==> src/logic/fsce_pkg.sv <==
package fsce_pkg;
   // ****************************************
   // Frame layout
   // ****************************************
   localparam int unsigned HDR_BYTES = 8;
   localparam logic [2:0] HDR_LAST_IDX = 3'h7;
   // Bit positions of the fields inside the 64-bit header, first byte on top
   localparam int unsigned POS_CMD = 56;
   localparam int unsigned POS_OPT = 48;
   localparam int unsigned POS_BLOCK = 32;
   localparam int unsigned POS_OFFSET = 16;
   localparam int unsigned POS_LEN = 0;
   localparam int unsigned STATUS_ERR_BIT = 0;

   // ****************************************
   // Command and reply codes
   // ****************************************
   localparam logic [7:0] CMD_GEOMETRY = 8'h00;
   localparam logic [7:0] CMD_ERASE = 8'h01;
   localparam logic [7:0] CMD_WRITE = 8'h02;
   localparam logic [7:0] CMD_ERASE_WRITE = 8'h03;
   localparam logic [7:0] RSP_GEOMETRY = 8'h80;
   localparam logic [7:0] RSP_ERASE = 8'h81;
   localparam logic [7:0] RSP_FLAG = 8'h80;

   // ****************************************
   // Store geometry and reset values
   // ****************************************
   localparam logic [15:0] BLOCK_COUNT = 16'h00A0;
   localparam logic [15:0] BLOCK_SIZE = 16'h1000;
   localparam logic [63:0] HDR_RESET = 64'h0000_0000_0000_0000;
   localparam logic [15:0] COUNT_RESET = 16'h0000;

   // ****************************************
   // Flash port operations
   // ****************************************
   typedef enum logic [1:0]
   {
      FSCE_OP_PROG = 2'h0,
      FSCE_OP_ERASE_ONE = 2'h1,
      FSCE_OP_ERASE_ALL = 2'h2
   } fsce_op_t;
endpackage

==> src/logic/fsce_engine.sv <==
module fsce_engine
(
   input wire logic clk, // System clock, 100 MHz
   input wire logic reset, // Asynchronous reset, active high
   input wire logic reqValid, // Request byte offered
   input wire logic [7:0] reqByte, // Request byte
   input wire logic reqLast, // Last byte of the request frame
   input wire logic reqUnicast, // Frame addressed to this node alone
   input wire logic [7:0] reqSrcEndpoint, // Source endpoint of the frame
   output logic reqReady, // Engine takes the offered byte
   output logic rspValid, // Reply byte offered
   output logic [7:0] rspByte, // Reply byte
   output logic rspLast, // Last byte of the reply frame
   output logic [7:0] rspEndpoint, // Destination endpoint of the reply
   input wire logic rspReady, // Reply sink takes the byte
   input wire logic flashDone, // Flash finished the running operation
   output logic flashProgStb, // Program strobe
   output logic flashEraseStb, // Erase strobe
   output logic flashEraseAll, // Erase covers every block
   output logic [15:0] flashBlock, // Block address
   output logic [15:0] flashOffset, // Byte address within block
   output logic [7:0] flashData // Program data
);
   // ****************************************
   // State
   // ****************************************
   typedef enum logic [2:0]
   {
      ST_HDR = 3'b000,
      ST_CHECK = 3'b001,
      ST_ERASE = 3'b011,
      ST_DATA = 3'b010,
      ST_FIN = 3'b110,
      ST_DRAIN = 3'b111,
      ST_REPLY = 3'b101
   } fsce_state_t;

   fsce_state_t state_q, state_d;
   logic [63:0] hdr_q, hdr_d, rspWord_q, rspWord_d;
   logic [2:0] hdrIdx_q, hdrIdx_d, rspIdx_q, rspIdx_d;
   logic [15:0] count_q, count_d;
   logic [7:0] endpoint_q, endpoint_d, rspByte_q, rspByte_d, cmdData_q, cmdData_d;
   logic short_q, short_d, frameDone_q, frameDone_d, unicast_q, unicast_d, thenWrite_q, thenWrite_d;
   logic rspValid_q, rspValid_d, rspLast_q, rspLast_d, reqReady_q, reqReady_d, cmdValid_q, cmdValid_d;
   fsce_pkg::fsce_op_t cmdOp_q, cmdOp_d;
   logic portReady;

   logic take, blockBad, spanBad, wholeBad;
   logic [7:0] fCmd;
   logic [15:0] fBlock, fOffset, fLen;
   logic [16:0] span;

   // ****************************************
   // Header fields, big-endian slices
   // ****************************************
   assign take = reqValid && reqReady_q;
   assign fCmd = hdr_q[fsce_pkg::POS_CMD +: 8];
   assign fBlock = hdr_q[fsce_pkg::POS_BLOCK +: 16];
   assign fOffset = hdr_q[fsce_pkg::POS_OFFSET +: 16];
   assign fLen = hdr_q[fsce_pkg::POS_LEN +: 16];
   assign span = {1'b0, fOffset} + {1'b0, fLen};
   assign blockBad = (fBlock >= fsce_pkg::BLOCK_COUNT);
   assign spanBad = (span > {1'b0, fsce_pkg::BLOCK_SIZE});
   // Partial erase cannot be honoured, so it is refused rather than widened
   assign wholeBad = (fOffset != 16'h0000) || (fLen != fsce_pkg::BLOCK_SIZE);

   // Sequencer: collect header, validate, run flash work, drain, reply
   always_comb
   begin
      state_d = state_q;
      {hdr_d, hdrIdx_d, short_d, frameDone_d, unicast_d, endpoint_d, thenWrite_d, count_d} =
         {hdr_q, hdrIdx_q, short_q, frameDone_q, unicast_q, endpoint_q, thenWrite_q, count_q};
      {rspWord_d, rspValid_d, rspByte_d, rspIdx_d, rspLast_d, cmdData_d} =
         {rspWord_q, rspValid_q, rspByte_q, rspIdx_q, rspLast_q, cmdData_q};
      cmdValid_d = 1'b0;
      cmdOp_d = cmdOp_q;
      if (take && reqLast)
      begin
         frameDone_d = 1'b1;
      end
      case (state_q)
         ST_HDR:
         begin
            if (take)
            begin
               hdr_d = {hdr_q[55:0], reqByte};
               hdrIdx_d = hdrIdx_q + 3'h1;
               if (hdrIdx_q == 3'h0)
               begin
                  unicast_d = reqUnicast;
                  endpoint_d = reqSrcEndpoint;
               end
               if (hdrIdx_q == fsce_pkg::HDR_LAST_IDX || reqLast)
               begin
                  short_d = (hdrIdx_q != fsce_pkg::HDR_LAST_IDX);
                  state_d = ST_CHECK;
               end
            end
         end
         ST_CHECK:
         begin
            // Default answer: echo code, block and offset, zero length, flag set
            rspWord_d = {fCmd, 8'h01, fBlock, fOffset, 16'h0000};
            thenWrite_d = 1'b0;
            count_d = fsce_pkg::COUNT_RESET;
            state_d = ST_DRAIN;
            if (!short_q)
            begin
               case (fCmd)
                  fsce_pkg::CMD_GEOMETRY:
                  begin
                     rspWord_d = {fsce_pkg::RSP_GEOMETRY, 8'h00, fsce_pkg::BLOCK_COUNT,
                        fsce_pkg::BLOCK_SIZE, 16'h0000};
                  end
                  fsce_pkg::CMD_ERASE:
                  begin
                     rspWord_d = {fsce_pkg::RSP_ERASE, 8'h01, fBlock, fOffset, 16'h0000};
                     // Zero length erases every block and skips the range checks
                     if (fLen == 16'h0000 || (!blockBad && !wholeBad))
                     begin
                        rspWord_d[fsce_pkg::POS_OPT + fsce_pkg::STATUS_ERR_BIT] = 1'b0;
                        cmdValid_d = 1'b1;
                        cmdOp_d = (fLen == 16'h0000) ? fsce_pkg::FSCE_OP_ERASE_ALL :
                           fsce_pkg::FSCE_OP_ERASE_ONE;
                        state_d = ST_ERASE;
                     end
                  end
                  fsce_pkg::CMD_WRITE, fsce_pkg::CMD_ERASE_WRITE:
                  begin
                     rspWord_d = {fCmd | fsce_pkg::RSP_FLAG, 8'h01, fBlock, fOffset, 16'h0000};
                     if (!blockBad && !spanBad)
                     begin
                        rspWord_d[fsce_pkg::POS_OPT + fsce_pkg::STATUS_ERR_BIT] = 1'b0;
                        thenWrite_d = (fCmd == fsce_pkg::CMD_ERASE_WRITE);
                        cmdValid_d = thenWrite_d;
                        cmdOp_d = fsce_pkg::FSCE_OP_ERASE_ONE;
                        state_d = thenWrite_d ? ST_ERASE : ST_DATA;
                     end
                  end
                  default:
                  begin
                     state_d = ST_DRAIN;
                  end
               endcase
            end
         end
         ST_ERASE, ST_FIN:
         begin
            // Programming waits for the erase so no byte lands before it
            if (portReady && !cmdValid_q)
            begin
               state_d = (state_q == ST_ERASE && thenWrite_q) ? ST_DATA : ST_DRAIN;
            end
         end
         ST_DATA:
         begin
            if (count_q == fLen || frameDone_q)
            begin
               state_d = ST_FIN;
            end
            else if (take)
            begin
               cmdValid_d = 1'b1;
               cmdOp_d = fsce_pkg::FSCE_OP_PROG;
               cmdData_d = reqByte;
               count_d = count_q + 16'h0001;
            end
         end
         ST_DRAIN:
         begin
            if (frameDone_q)
            begin
               if (unicast_q)
               begin
                  state_d = ST_REPLY;
                  rspValid_d = 1'b1;
                  rspByte_d = rspWord_q[63:56];
                  rspWord_d = {rspWord_q[55:0], 8'h00};
                  rspIdx_d = 3'h0;
               end
               else
               begin
                  state_d = ST_HDR;
                  frameDone_d = 1'b0;
                  hdrIdx_d = 3'h0;
               end
            end
         end
         ST_REPLY:
         begin
            if (rspReady)
            begin
               if (rspLast_q)
               begin
                  rspValid_d = 1'b0;
                  rspLast_d = 1'b0;
                  state_d = ST_HDR;
                  frameDone_d = 1'b0;
                  hdrIdx_d = 3'h0;
               end
               else
               begin
                  rspByte_d = rspWord_q[63:56];
                  rspWord_d = {rspWord_q[55:0], 8'h00};
                  rspIdx_d = rspIdx_q + 3'h1;
                  rspLast_d = (rspIdx_q == 3'h6);
               end
            end
         end
         default:
         begin
            state_d = ST_HDR;
         end
      endcase
   end

   // Ready is registered, so it looks at the next state and the flash port
   always_comb
   begin
      reqReady_d = 1'b0;
      case (state_d)
         ST_HDR: reqReady_d = 1'b1;
         ST_DRAIN: reqReady_d = !frameDone_d;
         ST_DATA: reqReady_d = portReady && !cmdValid_d && !cmdValid_q && !frameDone_d;
         default: reqReady_d = 1'b0;
      endcase
   end

   // Registers
   always_ff @(posedge clk or posedge reset)
   begin
      if (reset)
      begin
         state_q <= ST_HDR;
         cmdOp_q <= fsce_pkg::FSCE_OP_PROG;
         hdr_q <= fsce_pkg::HDR_RESET;
         rspWord_q <= fsce_pkg::HDR_RESET;
         count_q <= fsce_pkg::COUNT_RESET;
         {hdrIdx_q, short_q, frameDone_q, unicast_q, endpoint_q, thenWrite_q} <= 15'h0000;
         {rspValid_q, rspByte_q, rspIdx_q, rspLast_q, reqReady_q, cmdValid_q, cmdData_q} <= 23'h000000;
      end
      else
      begin
         state_q <= state_d;
         cmdOp_q <= cmdOp_d;
         {hdr_q, hdrIdx_q, short_q, frameDone_q, unicast_q, endpoint_q, thenWrite_q, count_q} <=
            {hdr_d, hdrIdx_d, short_d, frameDone_d, unicast_d, endpoint_d, thenWrite_d, count_d};
         {rspWord_q, rspValid_q, rspByte_q, rspIdx_q, rspLast_q, reqReady_q, cmdValid_q, cmdData_q} <=
            {rspWord_d, rspValid_d, rspByte_d, rspIdx_d, rspLast_d, reqReady_d, cmdValid_d, cmdData_d};
      end
   end

   // ****************************************
   // Flash port
   // ****************************************
   fsce_flash_port flashPort
   (
      .clk(clk), .reset(reset), .cmdValid(cmdValid_q), .cmdOp(cmdOp_q), .cmdBlock(fBlock),
      .cmdOffset(fOffset + count_q - 16'h0001),
      .cmdData(cmdData_q), .cmdReady(portReady), .flashDone(flashDone), .flashProgStb(flashProgStb),
      .flashEraseStb(flashEraseStb), .flashEraseAll(flashEraseAll), .flashBlock(flashBlock),
      .flashOffset(flashOffset), .flashData(flashData)
   );

   assign reqReady = reqReady_q;
   assign rspValid = rspValid_q;
   assign rspByte = rspByte_q;
   assign rspLast = rspLast_q;
   assign rspEndpoint = endpoint_q;
endmodule

==> src/logic/fsce_flash_port.sv <==
module fsce_flash_port
(
   input wire logic clk, // System clock
   input wire logic reset, // Asynchronous reset, active high
   input wire logic cmdValid, // Operation offered
   input wire fsce_pkg::fsce_op_t cmdOp, // Operation kind
   input wire logic [15:0] cmdBlock, // Target block
   input wire logic [15:0] cmdOffset, // Byte offset within block
   input wire logic [7:0] cmdData, // Byte to program
   output logic cmdReady, // Port idle, operation taken when valid
   input wire logic flashDone, // Flash finished the running operation
   output logic flashProgStb, // One-cycle program strobe
   output logic flashEraseStb, // One-cycle erase strobe
   output logic flashEraseAll, // Erase applies to every block
   output logic [15:0] flashBlock, // Block address
   output logic [15:0] flashOffset, // Byte address within block
   output logic [7:0] flashData // Program data
);
   logic ready_q, ready_d;
   logic prog_q, prog_d;
   logic erase_q, erase_d;
   logic all_q, all_d;
   logic [15:0] block_q, block_d;
   logic [15:0] offset_q, offset_d;
   logic [7:0] data_q, data_d;

   // Take one operation, strobe it, then hold busy until the flash reports done
   always_comb
   begin
      ready_d = ready_q;
      prog_d = 1'b0;
      erase_d = 1'b0;
      all_d = all_q;
      block_d = block_q;
      offset_d = offset_q;
      data_d = data_q;
      if (ready_q && cmdValid)
      begin
         ready_d = 1'b0;
         prog_d = (cmdOp == fsce_pkg::FSCE_OP_PROG);
         // Erased cells read back all ones; the macro does the work
         erase_d = (cmdOp != fsce_pkg::FSCE_OP_PROG);
         all_d = (cmdOp == fsce_pkg::FSCE_OP_ERASE_ALL);
         block_d = cmdBlock;
         offset_d = cmdOffset;
         data_d = cmdData;
      end
      else if (!ready_q && flashDone && !prog_q && !erase_q)
      begin
         ready_d = 1'b1;
      end
   end

   // Registers
   always_ff @(posedge clk or posedge reset)
   begin
      if (reset)
      begin
         ready_q <= 1'b1;
         prog_q <= 1'b0;
         erase_q <= 1'b0;
         all_q <= 1'b0;
         block_q <= 16'h0000;
         offset_q <= 16'h0000;
         data_q <= 8'h00;
      end
      else
      begin
         ready_q <= ready_d;
         prog_q <= prog_d;
         erase_q <= erase_d;
         all_q <= all_d;
         block_q <= block_d;
         offset_q <= offset_d;
         data_q <= data_d;
      end
   end

   assign cmdReady = ready_q;
   assign flashProgStb = prog_q;
   assign flashEraseStb = erase_q;
   assign flashEraseAll = all_q;
   assign flashBlock = block_q;
   assign flashOffset = offset_q;
   assign flashData = data_q;
endmodule

==> config.mk <==
export PLATFORM = sky130hd
export DESIGN_NAME = fsce_engine
export DESIGN_NICKNAME = d
export VERILOG_FILES = /design/src/logic/fsce_pkg.sv /design/src/logic/fsce_engine.sv /design/src/logic/fsce_flash_port.sv
export SDC_FILE = /design/constraint.sdc
export NUM_CORES = 1
export LEC_CHECK = 0
export ABC_CLOCK_PERIOD_IN_PS = 5600
export BUFFER_PORTS_ARGS = -buffer_cell sky130_fd_sc_hd__buf_4
export CAP_MARGIN = 10
export CORE_MARGIN = 4
export CORE_UTILIZATION = 60
export CTS_BUF_LIST = sky130_fd_sc_hd__clkbuf_8
export DETAILED_ROUTE_END_ITERATION = 16
export PLACE_DENSITY = 0.89
export SLEW_MARGIN = 20
export SYNTH_ARGS = -nofsm -noshare
export SYNTH_HDL_FRONTEND = slang
export SYNTH_HIERARCHICAL = 1
export SYNTH_SLANG_ARGS = --single-unit
export TNS_END_PERCENT = 30
==> constraint.sdc <==
create_clock -name clk -period 5.6 [get_ports clk]
set_clock_uncertainty 0.15 [all_clocks]
set_input_delay 0 -clock clk [delete_from_list [all_inputs] [get_ports clk]]
set_output_delay 0 -clock clk [all_outputs]
set_load 0.05 [all_outputs]
# Word-level counts from Yosys, hierarchy flattened
# Index checks and enable logic that the tools add are counted.
# Widths: inputs -> output; s select.
# op_classes
addsub,6
n_lt_le_gt_ge,2
eq_ne,30
mux,77
bitwise_logic,1
n_reduce_logical,52
# ops
operator,count
$pmux 64 s3,2
$mux 64,5
$mux 3,21
$mux 16,2
$mux 8,4
$pmux 16 s2,1
$mux 1,24
$ne 2x2->1 const B,10
$eq 3x3->1 const B,6
$pmux 3 s6,1
$add 16x16->17,1
$gt 17x13->1 const B,1
$add 16x1->16 const B,1
$add 16x16->16,1
$eq 16x16->1,1
$eq 8x2->1 const B,2
$ge 16x8->1 const B,1
$logic_not 16->1,1
$ne 16x13->1 const B,1
$pmux 8 s2,1
$reduce_bool 16->1,1
$sub 16x1->16 const B,1
$reduce_and 5->1,3
$logic_and 1x1->1,13
26 further kinds,63
# totals
ff_bits,231
in_bits,23
output_inout_bits,62
elab_cells,193

# Longest topological paths before layout
# Gate-level depths: netlist of the first run.
# logic_depth
word_depth,14
ltp_mapped,17
mapped_depth_nobuf,17

# Cells and area by module
# Netlist of the first run, hierarchy kept.
# by_module_without_submodules
mod,n_inst,cells_each,area_each_um2,seq_area_each_um2
fsce_engine,1,906,9205.1,4279.1
fsce_flash_port,1,98,1804.2,1102.3

# Worst setup path before layout of the first run
# No wires, ideal clock.
# synth_timing
kind,reg2reg
startpoint,register hdr_q[0]
endpoint,"register reqReady_q, in the netlist reqReady"
setup_ns,0.079
arrival_time_ns,3.338
required_ns,5.371
slack_ns,2.032
path_stages_with_launch,13
n_path_buf,0
period_less_slack_ns,3.568
cell_sequence,dfrtp_1 ha_1 fa_1 a211o_1 a211o_1 a41oi_2 a21oi_1 xor2_1 a211oi_1 nand3b_1 o31a_1 or3_1 mux2i_1
# synth_via
elab_cells_between_ends,32
classes_between,add/sub: 1; order compare: 1; eq/ne: 4; mux: 13; reduce/logical: 13
# synth_lines
item,line_no,source
from (decl),fsce_engine.sv:39,"logic [63:0] hdr_q, hdr_d, rspWord_q, rspWord_d;"
from (signal assigned),fsce_engine.sv:236,hdr_q <= fsce_pkg::HDR_RESET;
from (signal assigned),fsce_engine.sv:246,"{hdr_q, hdrIdx_q, short_q, frameDone_q, unicast_q, endpoint_q, thenWrite_q, count_q} <="
"parallel branches: the longest is 8 deep, another holds $add 16x16->17",n/a,
$pmux 3 s6 (*),fsce_engine.sv:81,case (state_q)
net state_d[2],fsce_engine.sv:38,"fsce_state_t state_q, state_d;"
"$eq 3x2->1, or another cell as far along",fsce_engine.sv:221,case (state_d)
$pmux 1 s3 (*),fsce_engine.sv:221,
net reqReady_d,fsce_engine.sv:44,"logic rspValid_q, rspValid_d, rspLast_q, rspLast_d, reqReady_q, reqReady_d, cmdValid_q, cmdValid_d;"
to (signal assigned),fsce_engine.sv:248,"{rspWord_q, rspValid_q, rspByte_q, rspIdx_q, rspLast_q, reqReady_q, cmdValid_q, cmdData_q} <="
to (decl),fsce_engine.sv:44,
# Mark *: on every way through the listed nets, which the timed path passes.
# A chain may end at the register's enable or synchronous reset.

# Worst setup path after layout of the first run
# layout_timing
startpoint,register hdr_q[17]
endpoint,"register flashPort.offset_q[15], in the netlist flashPort/flashOffset[15]"
# layout_via
elab_chain_len,2
# layout_rtl
item,line_no,source
$add 16x16->16,fsce_engine.sv:259,".cmdOffset(fOffset + count_q - 16'h0001),"
$sub 16x1->16,fsce_engine.sv:259,
to (signal assigned),fsce_flash_port.sv:74,offset_q <= offset_d;
to (decl),fsce_flash_port.sv:24,"logic [15:0] offset_q, offset_d;"
# No other way between the ends.

==> summary.txt, run 1 <==
Route
  • Post-DR vias/cell: 5.97
  • DR DRC count: 0
  • Initial DRC count: 617
  • TritonRoute pass-1 iters: 5
  • Antenna Nets Post-Route: 0
  • WL final: 25500 um
  • Per-cell routed wire length: 18.6 um
  • Vias: 8185

Critical path
  • Worst Path Max Fanout: 6
  • Crit path DAT: 4.41 ns
  • Critical Path RT: 5.86 ns
  • CP startpoint kind: flop
  • Crit end category: flop
  • Crit Path Category: reg2reg

Outcome
  • Failing checks: hold timing
  • Status: complete, but fails checks

GRT
  • Number of global-route vias before repair: 8257
  • Largest net degree at the start of global routing: 120
  • All-Layer GR Usage: 0.251
  • GR Overflow Total: 0
  • First-pass GRT wire length: 41500 um
  • Initial antenna violation count: 0

Logic synthesis
  • Post-synth EDFFs: 0
  • Warnings from Yosys: 6
  • Most used DFF post-synth: dfrtp_1
  • Register area share after synthesis: 0.489
  • Synthesized area: 0.0110 sq mm
  • Post-synthesis xor/xnor area fraction: 0.0374
  • Synth area leaders: dfrtp_1, mux2_2, ha_1
  • Cell count after synthesis: 1004
  • Largest family of logic cells by synthesized area: multiplexers
  • Seq cells post-synth: 215
  • Syn avg cell area: 11.0 sq um
  • Synth Area in Compound Gates: 0.116
  • Adder and majority cell fraction of the synthesized area: 0.0616
  • Synth top area share: 0.486
  • Simple-gate share of the synthesized area: 0.113
  • Synth top cells by count: dfrtp_1, nand2_1, inv_1
  • Total nets after synthesis: 1080
  • Proportion of synthesized area in mux cells: 0.139
  • Share of flip-flops with an asynchronous set or reset: 1.00
  • Synth area leader: dfrtp_1
  • Unique masters post-synth: 69
  • Most common cell in the netlist: dfrtp_1

Die
  • Core ar.: 0.0180 sq mm
  • Site Rows: 49
  • I/O Pins: 85
  • Die Width: 143 um
  • Die Height: 143 um
  • Initial Util: 0.611
  • Die area: 0.0206 sq mm

Finish
  • Nets: 1192
  • Fraction of layout cells with a size suffix above 1: 0.242
  • Ant diodes: 0
  • Filler Cell Count: 1250
  • Synth-to-layout area growth: 16.5%
  • Core Util, Final: 0.712

Clock network
  • Cts bufs inserted: 37
  • PostCTS Resize Cnt: 0
  • Clock latency on the worst-skew pair: 0.53 ns
  • CTS tree: done
  • Clock Sinks: 215
  • Root Driver: clkbuf_8
  • Clk pin slew, worst setup/hold paths: 0.06 ns
  • CTS Buffer Depth: 3
  • CTS H-tree depth: 2

Pwr
  • Leak: 0.00639 uW
  • VDD IR max: 0.000583 V
  • Power Dens Cells: 638 mW/mm^2
  • Total power: 8190 uW

Timing
  • Final setup fails: 0
  • Final Critical Period: 4.15 ns
  • Final slew viol count: 0
  • Fin Setup TNS: 0 ns
  • Max frequency: 0.241 GHz
  • Slew HR: 0.326
  • Final Cycle Share: 0.740
  • Final Hold Viols: 1
  • Worst-margin pin slew: 1.01 ns
  • RSZ-0062 raised after global routing: false
  • Min Hold Slack: -0.00880 ns

Placed design
  • GP Congestion: 0.890
  • Port Buffers: 84
  • HPWL Detailed: 17100 um

Flow run
  • Maxcap violations: 0

Min path
  • Hold WC Path Type: in2async
-- what timing repair did --
action,4_1_cts,5_1_grt
hold endpoints to repair,197,0
endpoints found under the setup margin,0,0
hold buffers,22,0
buffers inserted,0,0
-- flip-flops by register name, summed over array words and instances (netlist names), 2 cells and up --
register               count
hdr_q                     64
rspWord_q                 48
count_q                   16
flashPort/flashBlock      16
flashPort/flashOffset     16
cmdData_q                  8
flashPort/flashData        8
rspByte                    8
rspEndpoint                8
hdrIdx_q                   3
rspIdx_q                   3
state_q                    3
cmdOp_q                    2
-- critical path: stages (launching register included) --
cell and delay [ns]:
dfrtp_1 0.46, inv_1 0.09, ha_1 0.28, inv_1 0.04, ha_1 0.21, inv_1 0.08, fa_1 0.20, nor2b_1 0.06
o21ai_0 0.20, a21boi_0 0.16, o21ai_0 0.35, a21boi_0 0.19, o21ai_0 0.23, a21oi_1 0.12, o41ai_1 0.56, mux2i_1 0.27
nand4_1 0.10, mux2_4 0.28
-- power by group --
part	leakage (uW)	internal, uW	switching, uW
Combinational	0.00316	1730	2330
Sequential	0.00279	2060	560
Clock	0.000439	869	637
Total	0.00639	4660	3530
-- logic make-up (layout without fill, tap and decap cells) --
kind of cell | after synthesis | count (layout)
xor gates and xnor gates | 47 | 47
muxes | 125 | 125
adders and majority gates | 53 | 53
AOI/OAI and AO/OA | 182 | 182
buffers and inverters | 121 | 258
DFF | 215 | 215
and+or+nand+nor | 261 | 261
-- layer usage --
metal,track usage,wire length (um),part of all wire,vias to the layer above
li1,-,-,-,3783
met1,0.327,10400,0.41,3997
met2,0.418,12600,0.49,333
met3,0.0383,1640,0.064,72
met4,0.111,928,0.036,0
met5,0,0,0,-
-- worst paths after layout --
| kind | to | start | slack [ns] | cells after the start |
|---|---|---|---|---|
| max in group asynchronous | hdr_q[4]$_DFFE_PP0P_ | reset | 4.11 | 4 |
| min | hdr_q[43]$_DFFE_PP0P_ | reset | -0.009 | 3 |
| max reg2reg | flashPort/flashOffset[15]$_DFFE_PP0P_ | hdr_q[17]$_DFFE_PP0P_ | 1.45 | 17 |
| min reg2reg | rspWord_q[61]$_DFFE_PP0P_ | rspWord_q[61]$_DFFE_PP0P_ | 0.33 | 2 |
| min in group clk | rspEndpoint[6]$_DFFE_PP0P_ | reqSrcEndpoint[6] | 0.11 | 3 |
| max | flashPort/flashOffset[15]$_DFFE_PP0P_ | hdr_q[17]$_DFFE_PP0P_ | 1.45 | 17 |
-- cell type report --
cell class	instances	area (sq um)	area share
clock buffer	45	619	0.0483
clock inverter	19	169	0.0132
inverter	81	312	0.0243
multi-input combinational	668	5160	0.402
sequential	215	5380	0.420
tap	229	287	0.0223
timing repair buffer	113	903	0.0704
-- metrics by stage --
| stage | hold slack [ns] | setup slack, ns | instance area, sq um | cells |
|---|---|---|---|---|
| global route | 0.110 | 1.06 | 12800 | 1370 |
| global placement | 0.0877 | 1.84 | 11800 | 1284 |
| finish | -0.00880 | 1.45 | 12800 | 1370 |
| detailed placement | 0.0915 | 1.57 | 11800 | 1284 |
| CTS | 0.0899 | 1.52 | 12800 | 1370 |
| floorplan | 0.00170 | 0.818 | 11000 | 1004 |
-- cell usage in the layout, fill, tap and decap left out, drive strengths merged, types with 6 or more instances in the layout --
cell,n
dfrtp,214
o21ai,55
mux2i,12
nand2,85
or3,10
xnor2,24
a221o,21
and3,7
nor4,15
ha,51
nor2,73
a21o,6
xor2,23
nand4,9
mux2,113
a22o,18
inv,92
clkbuf,45
buf,91
dlygate4sd3,22
nand3b,7
nand3,14
nor3,18
a21oi,33
Note: power is estimated with default switching activity, not from simulation.
==> inputs of run 2 (changes only) <==
ABC_CLOCK_PERIOD_IN_PS = 4000   (was 5600)
clock period = 4 ns   (was 5.6 ns; I/O delays follow)
==> summary.txt, run 2 (synthesis gave the netlist of run 1 again) <==
Critical path
  • Crit path DAT: 4.10 ns
  • Worst reg2reg path depth: 12
  • Reg-to-reg endpoint: reqReady$_DFF_PP0_
  • Crit end category: flop
  • Worst Path Max Fanout: 5
  • CP startpoint: hdr_q[0]$_DFFE_PP0P_
  • Setup slack, reg-to-reg: 0.20 ns
  • CP startpoint kind: flop
  • Crit Path Category: reg2reg
  • Worst reg2reg startpoint: hdr_q[0]$_DFFE_PP0P_
  • Critical Path RT: 4.30 ns

GRT
  • Number of global-route vias before repair: 8452
  • First-pass GRT wire length: 43200 um
  • GR Overflow Total: 0
  • Initial antenna violation count: 0
  • Largest net degree at the start of global routing: 89
  • All-Layer GR Usage: 0.261

Finish
  • Non-Filler Instances: 1378
  • Max reg flops: 64
  • Ant diodes: 0
  • Synth-to-layout area growth: 17.2%
  • Biggest registers after layout: hdr_q: 64 flops, rspWord_q: 48 flops
  • Filler Cell Count: 1253
  • Commonest non-fill, non-tap cell in the layout: dfrtp_1
  • Most frequent cells in the layout: dfrtp_1, buf_4, inv_1, nand2_1, mux2_2
  • Reg with most FFs: hdr_q
  • Fin area: 0.0129 sq mm
  • Core Util, Final: 0.716
  • Fraction of layout cells with a size suffix above 1: 0.249
  • Nets: 1202

Placed design
  • Placed Cells: 1293
  • HPWL Detailed: 17900 um
  • Post-place instance area: 0.0119 sq mm
  • Port Buffers: 84
  • GP Congestion: 0.918

Clock network
  • Clock Sinks: 215
  • CTS H-tree depth: 2
  • Clock latency on the worst-skew pair: 0.53 ns
  • Clk pin slew, worst setup/hold paths: 0.06 ns
  • CTS Buffer Depth: 3
  • CTS tree: done
  • Cts bufs inserted: 36
  • Root Driver: clkbuf_8

Flow run
  • Maxcap violations: 0

Min path
  • Worst hold path stage count: 3
  • Hold WC Path Type: in2reg
  • Hold_sp: reqSrcEndpoint[2]
  • Worst Hold End: rspEndpoint[2]$_DFFE_PP0P_

Route
  • Post-DR vias/cell: 6.03
  • Vias: 8303
  • Per-cell routed wire length: 19.2 um
  • DR DRC count: 0
  • Initial DRC count: 723
  • TritonRoute pass-1 iters: 5
  • Antenna Nets Post-Route: 0
  • WL final: 26500 um

Timing
  • Final slew viol count: 0
  • Worst-margin pin slew: 0.981 ns
  • Max frequency: 0.263 GHz
  • Final Hold Viols: 0
  • Final Critical Period: 3.80 ns
  • RSZ-0062 raised after global routing: true
  • Final setup fails: 0
  • Min Hold Slack: 0.106 ns
  • Final Cycle Share: 0.950
  • Slew HR: 0.345

Die
  • Initial Util: 0.611
  • I/O Pins: 85
  • Die area: 0.0206 sq mm
  • Core ar.: 0.0180 sq mm
  • Die Height: 143 um
  • Site Rows: 49
  • Die Width: 143 um

Outcome
  • Status: completed

Pwr
  • Power Dens Cells: 890 mW/mm^2
  • Total power: 11500 uW
  • Leak: 0.00643 uW
  • VDD IR max: 0.000790 V
[run 2: cell count changes in the layout (fill, tap and decap cells not counted), sizes merged]
cell,delta
bufinv,-2
clkinvlp,+1
inv,-2
clkinv,-1
clkbuf,+1
dlygate4sd3,+1
buf,+10
[run 2: area by class of cell]
cell class	count	area, sq um	area share
sequential	215	5380	0.417
clock inverter	15	103	0.00795
multi-input combinational	668	5160	0.400
tap	229	287	0.0222
inverter	81	308	0.0238
timing repair buffer	124	1030	0.0801
clock buffer	46	633	0.0490
[run 2: through the flow]
step / worst slack, ns / TNS, ns
2_1_floorplan: 0.432 / 0
3_3_place_gp: 0.352 / 0
3_5_place_dp: 0.177 / 0
4_1_cts: 0.152 / 0
5_1_grt: -0.00506 / -0.00506
6_report: 0.199 / 0
[run 2: worst max-delay path by stage]
stage	end	slack, ns	cells after the start
6_report	reqReady$_DFF_PP0_	0.20	12
5_1_grt	reqReady$_DFF_PP0_	-0.005	12
4_1_cts	flashPort/flashOffset[15]$_DFFE_PP0P_	0.15	18
3_5_place_dp	flashPort/flashOffset[15]$_DFFE_PP0P_	0.18	18
3_3_place_gp	flashPort/flashOffset[15]$_DFFE_PP0P_	0.35	18
2_1_floorplan	reqReady$_DFF_PP0_	0.43	12
[run 2: routing by layer]
layer  global-route usage  share of wire  vias to the layer above  wire length, um
met2                0.433           0.49                      330            13000
met3               0.0516          0.062                       87             1650
met1                0.339           0.41                     4084            10900
met4                0.104          0.035                        0              928
met5                    0              0                        -                0
li1                     -              -                     3802                -
[run 2: where the power goes]
part	internal (uW)	total (uW)	switching, uW
Combinational	2490	5820	3340
Clock	1100	2010	904
Sequential	2890	3660	770
Total	6480	11500	5010
[run 2: timing repair]
| action | 4_1_cts | 5_1_grt |
|---|---|---|
| buffers inserted | 0 | 0 |
| resized for setup | 0 | 5 |
| hold endpoints to repair | 121 | 14 |
| setup endpoints to repair | 0 | 3 |
| hold buffers | 22 | 1 |
[run 2: critical path, cell delays in order (launching register included)]
cell and delay [ns]:
dfrtp_1 0.43, ha_1 0.25, fa_1 0.43, a211o_1 0.33, a211o_1 0.31, a41oi_2 0.26
a21oi_1 0.15, xor2_1 0.18, a211oi_1 0.22, nand3b_1 0.13, o31a_1 0.36, or3_1 0.38
mux2i_1 0.13
